--- config.mk ---
export PLATFORM = sky130hd
export DESIGN_NAME = interval_timebase_timer
export DESIGN_NICKNAME = d
export VERILOG_FILES = /design/src/core/itt_pkg.sv /design/src/core/interval_timebase_timer.sv
export VERILOG_INCLUDE_DIRS = /design/src /design/src/core
export SDC_FILE = /design/constraint.sdc
export NUM_CORES = 1
export LEC_CHECK = 0
export BUFFER_PORTS_ARGS = -buffer_cell sky130_fd_sc_hd__clkbuf_2
export CORE_ASPECT_RATIO = 1.75
export CORE_MARGIN = 2
export CORE_UTILIZATION = 25
export CTS_BUF_LIST = sky130_fd_sc_hd__clkbuf_4 sky130_fd_sc_hd__clkbuf_8
export CTS_CLUSTER_DIAMETER = 40
export DETAILED_ROUTE_END_ITERATION = 16
export HOLD_SLACK_MARGIN = 0.03
export PLACE_DENSITY = 0.5
export SLEW_MARGIN = 20
export SYNTH_ARGS = -nofsm -noshare
export SYNTH_HDL_FRONTEND = slang
export SYNTH_SLANG_ARGS = --single-unit
--- constraint.sdc ---
create_clock -name clk -period 4.9 [get_ports clk]
set_input_delay 0.245 -clock clk [delete_from_list [all_inputs] [get_ports clk]]
set_output_delay 0.245 -clock clk [all_outputs]
set_load 0.05 [all_outputs]
--- src/core/itt_map.svh ---
// Register indices, field positions, reset values and tap counts.
`ifndef ITT_MAP_SVH
`define ITT_MAP_SVH

// Register indices; the byte address is four times the index.
`define ITT_MODE_IDX        16'hFFC0
`define ITT_COUNT_IDX       16'hFFC1
`define ITT_STATUS_IDX      16'hFFF0
`define ITT_MASK_IDX        16'hFFF1

// Mode register fields.
`define ITT_MODE_RSVD       8'hF0
`define ITT_MODE_RESET      4'h0
`define ITT_SRC_BIT         3
`define ITT_RATE_MSB        2

// Interrupt fields: bit 0 is the overflow event in both registers.
`define ITT_OVF_BIT         0

// Counter and prescaler reset values, and the counter's top value.
`define ITT_COUNT_RESET     8'h00
`define ITT_COUNT_MAX       8'hFF
`define ITT_SYSP_RESET      13'h0000
`define ITT_SUBP_RESET      5'h00

// Divider exponents of each prescaler tap, in rate-field order.
`define ITT_SYSP_TAPS       '{13, 12, 11, 9, 8, 7, 5, 3}
`define ITT_SUBP_TAPS       '{5, 4, 3, 1}

// AXI responses.
`define ITT_RESP_OKAY       2'h0
`define ITT_RESP_SLVERR     2'h2

`endif

--- src/core/itt_pkg.sv ---
// Types shared by the interval and time-base timer.
package itt_pkg;

   typedef enum logic [1:0] {
      MODE_INTERVAL,
      MODE_TIMEBASE,
      MODE_INIT
   } mode_e;

   typedef logic [7:0]  count_t;
   typedef logic [12:0] sysp_t;
   typedef logic [4:0]  subp_t;
   typedef logic [1:0]  resp_t;

endpackage : itt_pkg

--- src/core/interval_timebase_timer.sv ---
// Interval and time-base timer with an AXI4-Lite register slave.
//
// The address map and the AXI4-Lite slave port are this design's own decisions.
`timescale 1ns/1ps
`include "itt_map.svh"

module interval_timebase_timer #(
   parameter int ADDR_W = 18
) (
   // Clock and reset
   input  wire logic                clk,
   input  wire logic                srst,
   // Subclock and low-power status
   input  wire logic                subclk,
   input  wire logic                sys_clk_halt,
   // AXI4-Lite write address
   input  wire logic                awvalid,
   output      logic                awready,
   input  wire logic [ADDR_W-1:0]   awaddr,
   input  wire logic [2:0]          awprot,
   // AXI4-Lite write data
   input  wire logic                wvalid,
   output      logic                wready,
   input  wire logic [31:0]         wdata,
   input  wire logic [3:0]          wstrb,
   // AXI4-Lite write response
   output      logic                bvalid,
   input  wire logic                bready,
   output      itt_pkg::resp_t      bresp,
   // AXI4-Lite read address
   input  wire logic                arvalid,
   output      logic                arready,
   input  wire logic [ADDR_W-1:0]   araddr,
   input  wire logic [2:0]          arprot,
   // AXI4-Lite read data
   output      logic                rvalid,
   input  wire logic                rready,
   output      logic [31:0]         rdata,
   output      itt_pkg::resp_t      rresp,
   // Interrupt
   output      logic                irq
);
   import itt_pkg::*;

   // The index needs sixteen bits above the two byte-offset bits.
   if (ADDR_W < 18) begin : g_addr_check
      $error("ADDR_W must be at least 18");
   end

   localparam int IDX_W = ADDR_W - 2;
   localparam logic [IDX_W-1:0] MODE_IDX   = IDX_W'(`ITT_MODE_IDX);
   localparam logic [IDX_W-1:0] COUNT_IDX  = IDX_W'(`ITT_COUNT_IDX);
   localparam logic [IDX_W-1:0] STATUS_IDX = IDX_W'(`ITT_STATUS_IDX);
   localparam logic [IDX_W-1:0] MASK_IDX   = IDX_W'(`ITT_MASK_IDX);
   localparam int SYSP_TAP [8] = `ITT_SYSP_TAPS;
   localparam int SUBP_TAP [4] = `ITT_SUBP_TAPS;

   // =====================================================================
   // State
   // =====================================================================
   logic [3:0]         mode_q;
   count_t             count_q;
   sysp_t              sysp_q;
   subp_t              subp_q;
   logic               subclk_q;
   logic               ovf_flag_q;
   logic               ovf_en_q;
   logic               irq_q;

   logic               aw_hold_q;
   logic [IDX_W-1:0]   aw_idx_q;
   logic               w_hold_q;
   logic [31:0]        w_data_q;
   logic               w_strb0_q;
   logic               awready_q;
   logic               wready_q;
   logic               bvalid_q;
   resp_t              bresp_q;
   logic               arready_q;
   logic               rvalid_q;
   logic [31:0]        rdata_q;
   resp_t              rresp_q;

   // =====================================================================
   // Mode decode
   // =====================================================================
   mode_e              mode;
   logic               src_sub;
   logic               rate_msb;

   assign src_sub  = mode_q[`ITT_SRC_BIT];
   assign rate_msb = mode_q[`ITT_RATE_MSB];
   // Both bits set is the count-initialization state.
   assign mode = (src_sub && rate_msb) ? MODE_INIT :
                 src_sub ? MODE_TIMEBASE : MODE_INTERVAL;

   // =====================================================================
   // Prescalers
   // =====================================================================
   // The subclock is a slow level taken as synchronous; its rising edge
   // is the prescaler's count event, which keeps one clock domain.
   logic               subp_inc;
   logic               sysp_inc;
   logic [7:0]         sysp_tick;
   logic [3:0]         subp_tick;

   assign subp_inc = subclk && !subclk_q;
   assign sysp_inc = !sys_clk_halt;

   // A tap of 2^k ticks when the low k bits are all one and the
   // prescaler steps, which is the carry out of that bit.
   for (genvar i = 0; i < 8; i++) begin : g_sysp_tap
      assign sysp_tick[i] = sysp_inc &&
                            (&sysp_q[SYSP_TAP[i]-1:0]);
   end
   for (genvar j = 0; j < 4; j++) begin : g_subp_tap
      assign subp_tick[j] = subp_inc &&
                            (&subp_q[SUBP_TAP[j]-1:0]);
   end

   always_ff @(posedge clk) begin
      if (srst) begin
         sysp_q <= `ITT_SYSP_RESET;
      end else if (!sysp_inc) begin
         sysp_q <= `ITT_SYSP_RESET;
      end else begin
         sysp_q <= sysp_q + 13'h0001;
      end
   end

   always_ff @(posedge clk) begin
      if (srst) begin
         subclk_q <= 1'b0;
         subp_q   <= `ITT_SUBP_RESET;
      end else begin
         subclk_q <= subclk;
         if (mode == MODE_INIT) begin
            subp_q <= `ITT_SUBP_RESET;
         end else if (subp_inc) begin
            subp_q <= subp_q + 5'h01;
         end
      end
   end

   // =====================================================================
   // Counter
   // =====================================================================
   logic               tick;
   logic               ovf;

   always_comb begin
      unique case (mode)
         MODE_INTERVAL: tick = sysp_tick[mode_q[2:0]];
         MODE_TIMEBASE: tick = subp_tick[mode_q[1:0]];
         MODE_INIT:     tick = 1'b0;
      endcase
   end

   assign ovf = tick && (count_q == `ITT_COUNT_MAX);

   // Leaving the initialized state needs no special step: the counter
   // already sits at zero and simply resumes on the next tick.
   always_ff @(posedge clk) begin
      if (srst) begin
         count_q <= `ITT_COUNT_RESET;
      end else if (mode == MODE_INIT) begin
         count_q <= `ITT_COUNT_RESET;
      end else if (tick) begin
         count_q <= count_q + 8'h01;
      end
   end

   // =====================================================================
   // Write channel
   // =====================================================================
   logic               aw_take;
   logic               w_take;
   logic               do_wr;
   logic               b_done;
   logic               wr_mode;
   logic               wr_count;
   logic               wr_status;
   logic               wr_mask;
   logic               wr_hit;
   logic               ovf_clr;

   assign aw_take   = awvalid && awready_q;
   assign w_take    = wvalid && wready_q;
   assign do_wr     = aw_hold_q && w_hold_q && !bvalid_q;
   assign b_done    = bvalid_q && bready;
   assign wr_mode   = do_wr && (aw_idx_q == MODE_IDX);
   assign wr_count  = do_wr && (aw_idx_q == COUNT_IDX);
   assign wr_status = do_wr && (aw_idx_q == STATUS_IDX);
   assign wr_mask   = do_wr && (aw_idx_q == MASK_IDX);
   assign wr_hit    = wr_mode || wr_count || wr_status || wr_mask;
   assign ovf_clr   = wr_status && w_strb0_q && w_data_q[`ITT_OVF_BIT];

   always_ff @(posedge clk) begin
      if (srst) begin
         aw_hold_q <= 1'b0;
         aw_idx_q  <= '0;
         awready_q <= 1'b1;
      end else begin
         if (aw_take) begin
            aw_hold_q <= 1'b1;
            aw_idx_q  <= awaddr[ADDR_W-1:2];
            awready_q <= 1'b0;
         end else if (do_wr) begin
            aw_hold_q <= 1'b0;
         end
         if (b_done) begin
            awready_q <= 1'b1;
         end
      end
   end

   always_ff @(posedge clk) begin
      if (srst) begin
         w_hold_q  <= 1'b0;
         w_data_q  <= '0;
         w_strb0_q <= 1'b0;
         wready_q  <= 1'b1;
      end else begin
         if (w_take) begin
            w_hold_q  <= 1'b1;
            w_data_q  <= wdata;
            w_strb0_q <= wstrb[0];
            wready_q  <= 1'b0;
         end else if (do_wr) begin
            w_hold_q <= 1'b0;
         end
         if (b_done) begin
            wready_q <= 1'b1;
         end
      end
   end

   // A write to the counter is accepted and ignored.
   always_ff @(posedge clk) begin
      if (srst) begin
         bvalid_q <= 1'b0;
         bresp_q  <= `ITT_RESP_OKAY;
      end else if (do_wr) begin
         bvalid_q <= 1'b1;
         bresp_q  <= wr_hit ? `ITT_RESP_OKAY : `ITT_RESP_SLVERR;
      end else if (b_done) begin
         bvalid_q <= 1'b0;
      end
   end

   // =====================================================================
   // Registers
   // =====================================================================
   always_ff @(posedge clk) begin
      if (srst) begin
         mode_q   <= `ITT_MODE_RESET;
         ovf_en_q <= 1'b0;
      end else begin
         if (wr_mode && w_strb0_q) begin
            mode_q <= w_data_q[3:0];
         end
         if (wr_mask && w_strb0_q) begin
            ovf_en_q <= w_data_q[`ITT_OVF_BIT];
         end
      end
   end

   // A new overflow in the cycle of a clear wins, so none is lost.
   always_ff @(posedge clk) begin
      if (srst) begin
         ovf_flag_q <= 1'b0;
      end else if (ovf) begin
         ovf_flag_q <= 1'b1;
      end else if (ovf_clr) begin
         ovf_flag_q <= 1'b0;
      end
   end

   always_ff @(posedge clk) begin
      if (srst) begin
         irq_q <= 1'b0;
      end else begin
         irq_q <= (ovf_flag_q || ovf) && ovf_en_q;
      end
   end

   // =====================================================================
   // Read channel
   // =====================================================================
   logic               ar_take;
   logic               r_done;
   logic [IDX_W-1:0]   ar_idx;
   logic               rd_mode;
   logic               rd_count;
   logic               rd_status;
   logic               rd_mask;
   logic               rd_hit;
   logic [31:0]        rd_data;

   assign ar_take   = arvalid && arready_q;
   assign r_done    = rvalid_q && rready;
   assign ar_idx    = araddr[ADDR_W-1:2];
   assign rd_mode   = ar_idx == MODE_IDX;
   assign rd_count  = ar_idx == COUNT_IDX;
   assign rd_status = ar_idx == STATUS_IDX;
   assign rd_mask   = ar_idx == MASK_IDX;
   assign rd_hit    = rd_mode || rd_count || rd_status || rd_mask;
   assign rd_data   =
      rd_mode   ? {24'h000000, `ITT_MODE_RSVD | {4'h0, mode_q}} :
      rd_count  ? {24'h000000, count_q} :
      rd_status ? {31'h00000000, ovf_flag_q} :
      rd_mask   ? {31'h00000000, ovf_en_q} :
                  32'h00000000;

   // Reading the counter only samples it; counting goes on untouched.
   always_ff @(posedge clk) begin
      if (srst) begin
         arready_q <= 1'b1;
         rvalid_q  <= 1'b0;
         rdata_q   <= 32'h00000000;
         rresp_q   <= `ITT_RESP_OKAY;
      end else if (ar_take) begin
         arready_q <= 1'b0;
         rvalid_q  <= 1'b1;
         rdata_q   <= rd_data;
         rresp_q   <= rd_hit ? `ITT_RESP_OKAY : `ITT_RESP_SLVERR;
      end else if (r_done) begin
         arready_q <= 1'b1;
         rvalid_q  <= 1'b0;
      end
   end

   // =====================================================================
   // Outputs
   // =====================================================================
   assign awready = awready_q;
   assign wready  = wready_q;
   assign bvalid  = bvalid_q;
   assign bresp   = bresp_q;
   assign arready = arready_q;
   assign rvalid  = rvalid_q;
   assign rdata   = rdata_q;
   assign rresp   = rresp_q;
   assign irq     = irq_q;

endmodule : interval_timebase_timer

==> metrics, run 1 <==
number of global-route vias before repair 2562; buffer type at the clock tree root sky130_fd_sc_hd__clkbuf_8; Reg2Reg Launch Point sysp_q[0]$_SDFF_PP0_; cell type with the highest aggregate area in the netlist sky130_fd_sc_hd__dfxtp_1; Setup Crit Path Kind flip-flop to flip-flop; worst hold path cell count 2; Max Clock Skew 0.0165 ns; Slew Viols, Final 0; part of the Yosys area used for sequential elements 43.4%; post-detailed-placement half-perimeter wirelength 5440 um; die area 0.0143 sq mm; layout filler cell count 1435; clock tree from TritonCTS yes; max-capacitance violation count 0; antenna cells 0; slew at the pin closest to its max-slew limit 0.631 ns; Crit Path Max Fanout 11; quantity of I/O buffers inserted on ports 61; wire length of the first global-routing pass 11500 um; Compound-Gate Fraction of Synth Area 12.0%; drt first pass iters 4; Storage cell area 0.00144 sq mm; Starting DRT DRC Count 78; combinational family with the most area after synthesis simple AND/OR/NAND/NOR gates; nets@finish 530; capture instance of the worst register-to-register path count_q[3]$_SDFFE_PP0P_; worst endpoint data arrival time 2.56 ns; flip-flop and latch count after synthesis 72; share of synthesized flip-flops with an asynchronous set or reset 0%; period utilization 46.8%; R2R setup slack 2.61 ns; count of flip-flops with a built-in enable after synthesis 0; Longest Clk Path Bufs 2; clock slew at reported path FFs 0.09 ns; Boundary Pins 129; post-synthesis instance area 0.00332 sq mm; P per Cell Area 321 mW/mm^2; Worst Min Path Start awvalid; Gates resized, CTS repair 0; Setup Buffers After CTS 0; number of instances in the synthesized netlist 378; required time worst endpoint 5.16 ns; ys flop type sky130_fd_sc_hd__dfxtp_1; insertion delay of the later-clocked pin in the worst-skew pair 0.37 ns; number of distinct library cells after synthesis 53; f_max 436 MHz; number of buffers added by the clock tree synthesis step 9; post-synthesis simple-gate area fraction 24.1%; Final TNS setup 0 ns; Hold Vio Cnt, Final 0; startpoint class of the critical path flip-flop; area of the core 0.0129 sq mm; Tot GR Track Use 10.2%; share of layout cells above drive strength 1 21.1%; pin count of the biggest net entering global routing 50; Std-Cell Rows 55; final weighted congestion in routability-driven placement 0.737; starting density of the core 25.7%; Hold Crit Endpoint awready$_SDFFE_PP1P_; detailed-route via count 2659; static leakage 0.00164 uW; Power Total 1240 uW; Die Wd 91.1 um; # H-tree levels 3; area added between synthesis and finish 16.0%; unrepaired setup endpoints after global routing no; share of cell area taken by muxes after synthesis 4.63%; area of combinational cells with multiple inputs 0.00167 sq mm; number of routed nets with antenna violations 0; DRC viols 0; Die Ht 156 um; minimum clock period 2.29 ns; antenna violations before repair 0; status complete, no violations; critical path capture point type flip-flop; headroom to the max-slew limit 57.9%; Syn. warnings 0; fraction of synthesized cell area in xor and xnor cells 3.43%; share of the synthesized area in the top cell type 43.4%; number of cells traversed by the worst register-to-register path 10; total gr overflow 0; WL final 7080 um; arithmetic-cell share of the synthesized area counting full adders, half adders and majority gates 3.01%; DR vias/cell 4.35; Hold Crit Class input port to flip-flop; CTS Sinks 72; synthesized area divided by synthesized cell count 8.79 sq um; total of hold buffers inserted after clock tree synthesis 0; leading cell type in the layout, fill and taps excluded sky130_fd_sc_hd__dfxtp_1; most frequent cells in the layout sky130_fd_sc_hd__dfxtp_1, sky130_fd_sc_hd__clkbuf_2, sky130_fd_sc_hd__nand2_1, sky130_fd_sc_hd__nor2_1, sky130_fd_sc_hd__a21oi_1; setup violators final 0; wire length per cell 11.6 um; ranking of synthesized cells by area sky130_fd_sc_hd__dfxtp_1, sky130_fd_sc_hd__buf_4, sky130_fd_sc_hd__nand2_1; largest voltage drop on the vdd net 0.0978 mV
[cells in the mapped netlist (2+ instances only)]
cell type and instances:
sky130_fd_sc_hd__and2_1 8, sky130_fd_sc_hd__nor4_4 2, sky130_fd_sc_hd__nand4b_1 4, sky130_fd_sc_hd__buf_4 26, sky130_fd_sc_hd__or3_1 2, sky130_fd_sc_hd__nand4_1 8
sky130_fd_sc_hd__and3_1 2, sky130_fd_sc_hd__clkbuf_1 12, sky130_fd_sc_hd__and4_1 2, sky130_fd_sc_hd__o21ai_0 7, sky130_fd_sc_hd__ha_1 8, sky130_fd_sc_hd__a31oi_1 2
sky130_fd_sc_hd__xnor2_1 5, sky130_fd_sc_hd__nor2_1 39, sky130_fd_sc_hd__xor2_1 8, sky130_fd_sc_hd__nand2_1 47, sky130_fd_sc_hd__buf_6 3, sky130_fd_sc_hd__a211oi_1 5
sky130_fd_sc_hd__a21oi_1 32, sky130_fd_sc_hd__nor2b_1 3, sky130_fd_sc_hd__a221oi_1 4, sky130_fd_sc_hd__dfxtp_1 72, sky130_fd_sc_hd__nand2b_1 4, sky130_fd_sc_hd__inv_1 7
sky130_fd_sc_hd__nand3_1 17, sky130_fd_sc_hd__nor3_1 11, sky130_fd_sc_hd__mux2i_1 12
[power breakdown]
part,leakage (uW),total [uW],switching (uW),internal (uW)
clock,0.0000892,449,255,194
sequential,0.000588,623,15.6,608
combinational,0.000959,165,123,41.8
total,0.00164,1240,394,843
[metal layers]
metal | up-vias | track usage, % | wire, um
li1 | 1370 | - | -
met5 | - | 0 | 0
met4 | 0 | 5.63 | 172
met3 | 10 | 2.70 | 398
met2 | 82 | 18.3 | 3650
met1 | 1197 | 10.7 | 2860
[final cells by class]
| type | instances | area share, % |
|---|---|---|
| clock buffers | 9 | 3.21 |
| flip-flops and latches | 72 | 37.4 |
| inverters | 9 | 0.909 |
| well taps | 171 | 5.55 |
| multi-input cells | 281 | 43.2 |
| clock inverters | 7 | 1.59 |
| repair buffers | 62 | 8.12 |
[through the flow]
stage	instances	cell area (sq um)	util, %	hold WS, ns	setup slack [ns]
floorplan	403	3420	-	0.345	2.84
global placement	595	3670	28.4	0.441	2.62
detailed placement	595	3670	28.4	0.445	2.60
CTS	611	3850	29.8	0.0549	2.59
global route	611	3850	29.8	0.0767	2.47
finish	611	3850	29.8	0.0719	2.61
[kinds of logic after synthesis]
kind of cell             Yosys count
AND/OR/NAND/NOR                  158
flip-flops                        72
AO/OA/AOI/OAI                     62
buffers and inverters             50
multiplexers                      14
XOR/XNOR                          13
adder cells (fa/ha/maj)            8
other                              1
[state kept, by name, summed over array words and instances, names as in the netlist, 4 cells and up]
| signal | flops |
|---|---|
| mode_q | 4 |
| w_data_q | 4 |
| sysp_q | 13 |
| aw_idx_q | 16 |
| count_q | 8 |
| rdata | 8 |
| subp_q | 5 |
[worst max-delay path, stage by stage (launching register included)]
cell	delay (ns)
sky130_fd_sc_hd__dfxtp_1	0.39
sky130_fd_sc_hd__ha_1	0.20
sky130_fd_sc_hd__nand3_1	0.14
sky130_fd_sc_hd__clkinv_2	0.10
sky130_fd_sc_hd__and2_2	0.17
sky130_fd_sc_hd__ha_1	0.14
sky130_fd_sc_hd__mux2i_1	0.07
sky130_fd_sc_hd__a311oi_2	0.32
sky130_fd_sc_hd__a32o_2	0.33
sky130_fd_sc_hd__a31oi_1	0.13
sky130_fd_sc_hd__a41o_1	0.21
[worst max path at each step]
stage | slack [ns] | from | endpoint
6_report | 2.61 | sysp_q[0]$_SDFF_PP0_ | count_q[3]$_SDFFE_PP0P_
5_1_grt | 2.47 | sysp_q[0]$_SDFF_PP0_ | count_q[3]$_SDFFE_PP0P_
4_1_cts | 2.59 | sysp_q[0]$_SDFF_PP0_ | count_q[3]$_SDFFE_PP0P_
3_5_place_dp | 2.60 | sysp_q[0]$_SDFF_PP0_ | count_q[3]$_SDFFE_PP0P_
3_3_place_gp | 2.62 | sysp_q[0]$_SDFF_PP0_ | count_q[3]$_SDFFE_PP0P_
2_1_floorplan | 2.84 | subp_q[0]$_SDFFE_PP0N_ | count_q[6]$_SDFFE_PP0P_
Note: power is estimated with default switching activity, not from simulation.
==> inputs of run 2 (changes only) <==
--- a/config.mk
+++ b/config.mk
@@ -14,7 +14,7 @@
 export CTS_CLUSTER_DIAMETER = 40
 export DETAILED_ROUTE_END_ITERATION = 16
 export HOLD_SLACK_MARGIN = 0.03
-export PLACE_DENSITY = 0.5
+export PLACE_DENSITY = 0.51
 export SLEW_MARGIN = 20
 export SYNTH_ARGS = -nofsm -noshare
 export SYNTH_HDL_FRONTEND = slang
==> constraint.sdc (replaced) <==
create_clock -name clk -period 2.1 [get_ports clk]
set_input_delay 0.105 -clock clk [delete_from_list [all_inputs] [get_ports clk]]
set_output_delay 0.105 -clock clk [all_outputs]
set_load 0.05 [all_outputs]
==> metrics, run 2 (synthesis results as in run 1) <==
status complete, no violations; Max Clock Skew 0.0123 ns (-0.00418 ns); headroom to the max-slew limit 51.9% (-6.0 points); max-capacitance violation count 0 (unchanged); DRC viols 0 (unchanged); drt first pass iters 4 (unchanged); number of routed nets with antenna violations 0 (unchanged); antenna violations before repair 0 (unchanged); Longest Clk Path Bufs 2 (unchanged); wire length of the first global-routing pass 12600 um (+9.5%); antenna cells 0 (unchanged); dominant cell type by count on the critical path sky130_fd_sc_hd__ha_4; Tot GR Track Use 11.0% (+0.82 points); pin count of the biggest net entering global routing 33 (-34%); quantity of I/O buffers inserted on ports 61 (unchanged); most frequent cells in the layout sky130_fd_sc_hd__dfxtp_1, sky130_fd_sc_hd__clkbuf_2, sky130_fd_sc_hd__nand2_1, sky130_fd_sc_hd__nor2_1, sky130_fd_sc_hd__a21oi_1; post-detailed-placement half-perimeter wirelength 5640 um (+3.7%); total gr overflow 0 (unchanged); Crit Path Max Fanout 6 (-5); Largest register FFs 16 (unchanged); Slew Viols, Final 0 (unchanged); largest voltage drop on the vdd net 0.297 mV (+200%); number of global-route vias before repair 2759 (+7.7%); DR vias/cell 4.41 (+1.3%); static leakage 0.00187 uW (+14%); Std-Cell Rows 55 (unchanged); wire length on met2 4040 um (+11%); die area 0.0143 sq mm (unchanged); critical path capture point type flip-flop; area added between synthesis and finish 31.5%; sequence of cells on the critical path ha_4 > nand3_4 > inv_4 > and2_4 > ha_4 > mux2i_1 > a311oi_2 > a32o_2 > a31oi_1 > a41o_1; final worst hold slack 0.116 ns (+0.0437 ns); WL final 7760 um (+9.6%); nets@finish 575 (+8.5%); starting density of the core 25.7% (unchanged); # H-tree levels 3 (unchanged); f_max 478 MHz (+9.5%); Die Ht 156 um (unchanged); share of layout cells above drive strength 1 24.9% (+3.8 points); leading cell type in the layout, fill and taps excluded sky130_fd_sc_hd__dfxtp_1; Hold Crit Class input port to flip-flop; clock tree from TritonCTS yes; setup violators final 0 (unchanged); detailed route wirelength on metal3 335 um (-16%); detailed-route via count 2892 (+8.8%); Setup Crit Path Kind flip-flop to flip-flop; required time worst endpoint 2.35 ns (-2.81 ns); Starting DRT DRC Count 96 (+23%); buffer type at the clock tree root sky130_fd_sc_hd__clkbuf_8; CTS Sinks 72 (unchanged); CP peak stage delay 0.40 ns (about the same); top metal layer carrying routed signals met4; wire length per cell 11.8 um (+2.1%); Hold Vio Cnt, Final 0 (unchanged); Boundary Pins 129 (unchanged); master of the slowest instance on the critical path sky130_fd_sc_hd__a311oi_2; Power Total 3150 uW (+150%); unrepaired setup endpoints after global routing yes; insertion delay of the later-clocked pin in the worst-skew pair 0.36 ns (about the same); final weighted congestion in routability-driven placement 0.730 (-0.87%); area of the core 0.0129 sq mm (unchanged); number of buffers added by the clock tree synthesis step 9 (unchanged); clock slew at reported path FFs 0.08 ns (about the same); minimum clock period 2.09 ns (-0.198 ns); startpoint class of the critical path flip-flop; P per Cell Area 721 mW/mm^2 (+120%); period utilization 99.7% (+53 points); Die Wd 91.1 um (unchanged); Largest regs aw_idx_q: 16 flops, sysp_q: 13 flops; worst endpoint data arrival time 2.34 ns (-0.22 ns); register with the most flip-flops aw_idx_q; slew at the pin closest to its max-slew limit 0.720 ns (+0.0898 ns); routed length on met1 3190 um (+11%)
-- run 2: cell types whose count changed in the layout (fill, tap and decap cells not counted), sizes merged, moves of 2 or more --
cell,before,now
dlygate4sd3,0,26
bufinv,0,2
inv,13,10
buf,1,19
-- run 2: what timing repair did --
| item | CTS | global route |
|---|---|---|
| pin swaps | 5 | 8 |
| setup endpoints to repair | 10 | 10 |
| resized for setup | 6 | 10 |
| hold buffers | 26 | 0 |
| setup buffers | 0 | 3 |
| cloned | 1 | 0 |
| endpoints found under the hold margin | 27 | 0 |
-- run 2: worst paths after layout --
check | from | endpoint | slack (ns) | depth (start not counted)
setup reg to reg | sysp_q[0]$_SDFF_PP0_ | count_q[3]$_SDFFE_PP0P_ | 0.007 | 10
hold reg to reg | aw_idx_q[3]$_SDFFE_PP0P_ | aw_idx_q[3]$_SDFFE_PP0P_ | 0.45 | 2
setup / recovery | sysp_q[0]$_SDFF_PP0_ | count_q[3]$_SDFFE_PP0P_ | 0.007 | 10
hold / removal | sys_clk_halt | sysp_q[2]$_SDFF_PP0_ | 0.12 | 3
-- run 2: worst max-delay path: cells and delay by family, from the launching register on --
kind | cells | cell delay [ns]
simple gates | 2 | 0.23
fa+ha+maj | 2 | 0.27
flops | 1 | 0.36
compound gates | 4 | 0.98
buf+inv | 1 | 0.07
mux | 1 | 0.07
-- run 2: area by class of cell --
cell class / count / area (sq um)
Inverter: 9 / 36.3
Sequential cell: 72 / 1450
Timing Repair Buffer: 106 / 708
Fill cell: 1399 / 8570
Multi-Input combinational cell: 282 / 1740
Clock inverter: 6 / 90.1
Tap cell: 171 / 214
Clock buffer: 10 / 138
-- run 2: report_power, final --
part | internal, uW | total, uW | switching (uW)
clock network | 705 | 1260 | 551
logic | 136 | 439 | 303
registers | 1420 | 1460 | 35.8
total | 2260 | 3150 | 890
-- run 2: stage by stage --
stage / cells / setup TNS [ns] / instance area [sq um] / worst slack (ns) / utilization [%]
final: 656 / 0 / 4370 / 0.00654 / 33.8
after global routing: 656 / -0.255 / 4370 / -0.0772 / 33.8
after CTS: 653 / 0 / 4310 / 0.00336 / 33.3
after detailed placement: 610 / -0.754 / 3780 / -0.130 / 29.2
after global placement: 610 / -0.354 / 3780 / -0.0784 / 29.2
after floorplan: 403 / 0 / 3420 / 0.0367 / -
-- run 2: metal layers --
metal	vias to the layer above	track usage (%)
met2	75	19.6
met5	-	0
met1	1338	12.0
met3	15	2.84
li1	1464	-
met4	0	5.48
==> inputs of run 3 (changes only) <==
--- a/config.mk
+++ b/config.mk
@@ -7,6 +7,8 @@
 export NUM_CORES = 1
 export LEC_CHECK = 0
 export BUFFER_PORTS_ARGS = -buffer_cell sky130_fd_sc_hd__clkbuf_2
+export CELL_PAD_IN_SITES_DETAIL_PLACEMENT = 1
+export CELL_PAD_IN_SITES_GLOBAL_PLACEMENT = 1
 export CORE_ASPECT_RATIO = 1.75
 export CORE_MARGIN = 2
 export CORE_UTILIZATION = 25
@@ -14,7 +16,7 @@
 export CTS_CLUSTER_DIAMETER = 40
 export DETAILED_ROUTE_END_ITERATION = 16
 export HOLD_SLACK_MARGIN = 0.03
-export PLACE_DENSITY = 0.51
+export PLACE_DENSITY = 0.65
 export SLEW_MARGIN = 20
 export SYNTH_ARGS = -nofsm -noshare
 export SYNTH_HDL_FRONTEND = slang
==> metrics, run 3 (synthesis results as in run 1) <==
status complete, no violations; Die Wd 91.1 um (unchanged); CP peak stage delay 0.36 ns (-0.04 ns); cell area after layout 0.00443 sq mm (+1.5%); final setup margin 0.0375 ns (+0.0309 ns); Internal Pwr Total 2240 uW (-0.72%); setup violators final 0 (unchanged); Crit Path Max Fanout 5 (-1); final weighted congestion in routability-driven placement 0.756 (+3.5%); drt first pass iters 4 (unchanged); Boundary Pins 129 (unchanged); number of global-route vias before repair 3199 (+16%); Power Total 3160 uW (+0.28%); slew at the pin closest to its max-slew limit 0.550 ns (-0.171 ns); area added between synthesis and finish 33.4%; clock tree from TritonCTS yes; sequence of cells on the critical path ha_4 > nand3_4 > inv_4 > and2_4 > ha_4 > mux2i_2 > a311oi_2 > buf_4 > a32o_2 > nand4b_1 > a21oi_1; Longest Clk Path Bufs 2 (unchanged); Reg power frac 46.1% (about the same); Largest regs aw_idx_q: 16 flops, sysp_q: 13 flops; DRC viols 0 (unchanged); switching portion of total power 29.0% (+0.71 points); power share of the clock group 39.8% (about the same); max-capacitance violation count 0 (unchanged); area of the core 0.0129 sq mm (unchanged); wire length per cell 13.1 um (+10%); insertion delay of the later-clocked pin in the worst-skew pair 0.35 ns (about the same); largest voltage drop on the vdd net 0.336 mV (+13%); Hold Crit Class input port to flip-flop; register with the most flip-flops aw_idx_q; startpoint class of the critical path flip-flop; Die Ht 156 um (unchanged); DR vias/cell 4.53 (+2.8%); worst endpoint data arrival time 2.34 ns (about the same); number of routed nets with antenna violations 0 (unchanged); f_max 485 MHz (+1.5%); critical path capture point type flip-flop; Hold Vio Cnt, Final 0 (unchanged); final worst hold slack 0.0459 ns (-0.0697 ns); post-detailed-placement half-perimeter wirelength 6170 um (+9.5%); WL final 8590 um (+11%); Tot GR Track Use 12.7% (+1.7 points); period utilization 98.2% (-1.5 points); buffering stage count on the worst path with inverters included 2 (+1); static leakage 0.00188 uW (+0.42%); minimum clock period 2.06 ns (-0.0309 ns); master of the slowest instance on the critical path sky130_fd_sc_hd__dfxtp_2; share of layout cells above drive strength 1 26.5% (+1.5 points); dominant cell type by count on the critical path sky130_fd_sc_hd__ha_4; leading cell type in the layout, fill and taps excluded sky130_fd_sc_hd__dfxtp_1; required time worst endpoint 2.38 ns (+0.03 ns); total gr overflow 0 (unchanged); headroom to the max-slew limit 63.4% (+11 points); kind of cell adding the most delay to the critical path compound AO/OA/AOI/OAI gates; Setup Crit Path Kind flip-flop to flip-flop; Slew Viols, Final 0 (unchanged); clock slew at reported path FFs 0.09 ns (about the same); die area 0.0143 sq mm (unchanged); wire length of the first global-routing pass 14600 um (+16%); starting density of the core 25.7% (unchanged); Placement Setup Slack -0.190 ns (-0.0606 ns); unrepaired setup endpoints after global routing yes; buffer type at the clock tree root sky130_fd_sc_hd__clkbuf_8; antenna violations before repair 0 (unchanged); Largest register FFs 16 (unchanged); nets@finish 577 (+0.35%); Max Clock Skew 0.00880 ns (-0.00352 ns); detailed-route via count 2982 (+3.1%); most frequent cells in the layout sky130_fd_sc_hd__dfxtp_1, sky130_fd_sc_hd__clkbuf_2, sky130_fd_sc_hd__nand2_1, sky130_fd_sc_hd__nor2_1, sky130_fd_sc_hd__a21oi_1; # H-tree levels 3 (unchanged); total placed instance area 0.00378 sq mm (unchanged); Starting DRT DRC Count 88 (-8.3%); layout filler cell count 1565 (+12%); Std-Cell Rows 55 (unchanged); P per Cell Area 713 mW/mm^2 (-1.2%); quantity of I/O buffers inserted on ports 61 (unchanged); Logic pwr share 14.2% (+0.3 points); number of buffers added by the clock tree synthesis step 9 (unchanged); switching power summed over all nets 915 uW (+2.8%); pin count of the biggest net entering global routing 33 (unchanged); antenna cells 0 (unchanged); CTS Sinks 72 (unchanged); final core utilization 34.3% (+0.49 points)
-- run 3: routing by layer --
| metal | vias up | GRT usage [%] | wire length [um] |
|---|---|---|---|
| li1 | 1466 | - | - |
| met1 | 1414 | 12.6 | 3320 |
| met2 | 86 | 24.2 | 4660 |
| met3 | 16 | 3.18 | 378 |
| met4 | 0 | 6.28 | 232 |
| met5 | - | 0 | 0 |
-- run 3: final timing paths --
check                                start                       end  slack, ns  depth (start not counted)
hold reg to reg   aw_idx_q[2]$_SDFFE_PP0P_  aw_idx_q[2]$_SDFFE_PP0P_       0.46                          2
setup / recovery      sysp_q[0]$_SDFF_PP0_   count_q[5]$_SDFFE_PP0P_       0.04                         11
setup reg to reg      sysp_q[0]$_SDFF_PP0_   count_q[5]$_SDFFE_PP0P_       0.04                         11
hold / removal                      bready       bvalid$_SDFFE_PP0P_       0.05                          3
-- run 3: stage by stage --
step	TNS [ns]	std cells
detailed placement	-1.47	610
finish	0	658
floorplan	0	403
global placement	-0.283	610
CTS	0	653
global route	-0.500	658
-- run 3: area by class of cell --
cell class / instances / area, sq um / area share, %
multi-input combinational: 282 / 1790 / 40.3
inverter: 9 / 36.3 / 0.819
timing repair buffer: 108 / 721 / 16.3
tap: 171 / 214 / 4.83
clock buffer: 9 / 124 / 2.80
sequential: 72 / 1450 / 32.7
clock inverter: 7 / 103 / 2.32
-- run 3: what timing repair did --
item	CTS	global route
hold buffers	25	0
buffers inserted	3	5
gates cloned	1	0
resized for setup	11	14
endpoints found under the hold margin	26	0
pin swaps	10	12
setup endpoints to repair	10	10
-- run 3: tightest hold or removal path: cells and delay by family --
kind | cells | cell delay [ns]
simple gates | 1 | 0.10
buf+inv | 1 | 0.09
compound gates | 1 | 0.06
-- run 3: power by group through the flow --
stage               Sequential (uW)  Combinational (uW)  Clock, uW
global route                   1470                 489       1370
global placement               1480                 397          0
finish                         1460                 447       1260
floorplan                      1550                 266          0
CTS                            1450                 445       1300
detailed placement             1490                 406          0
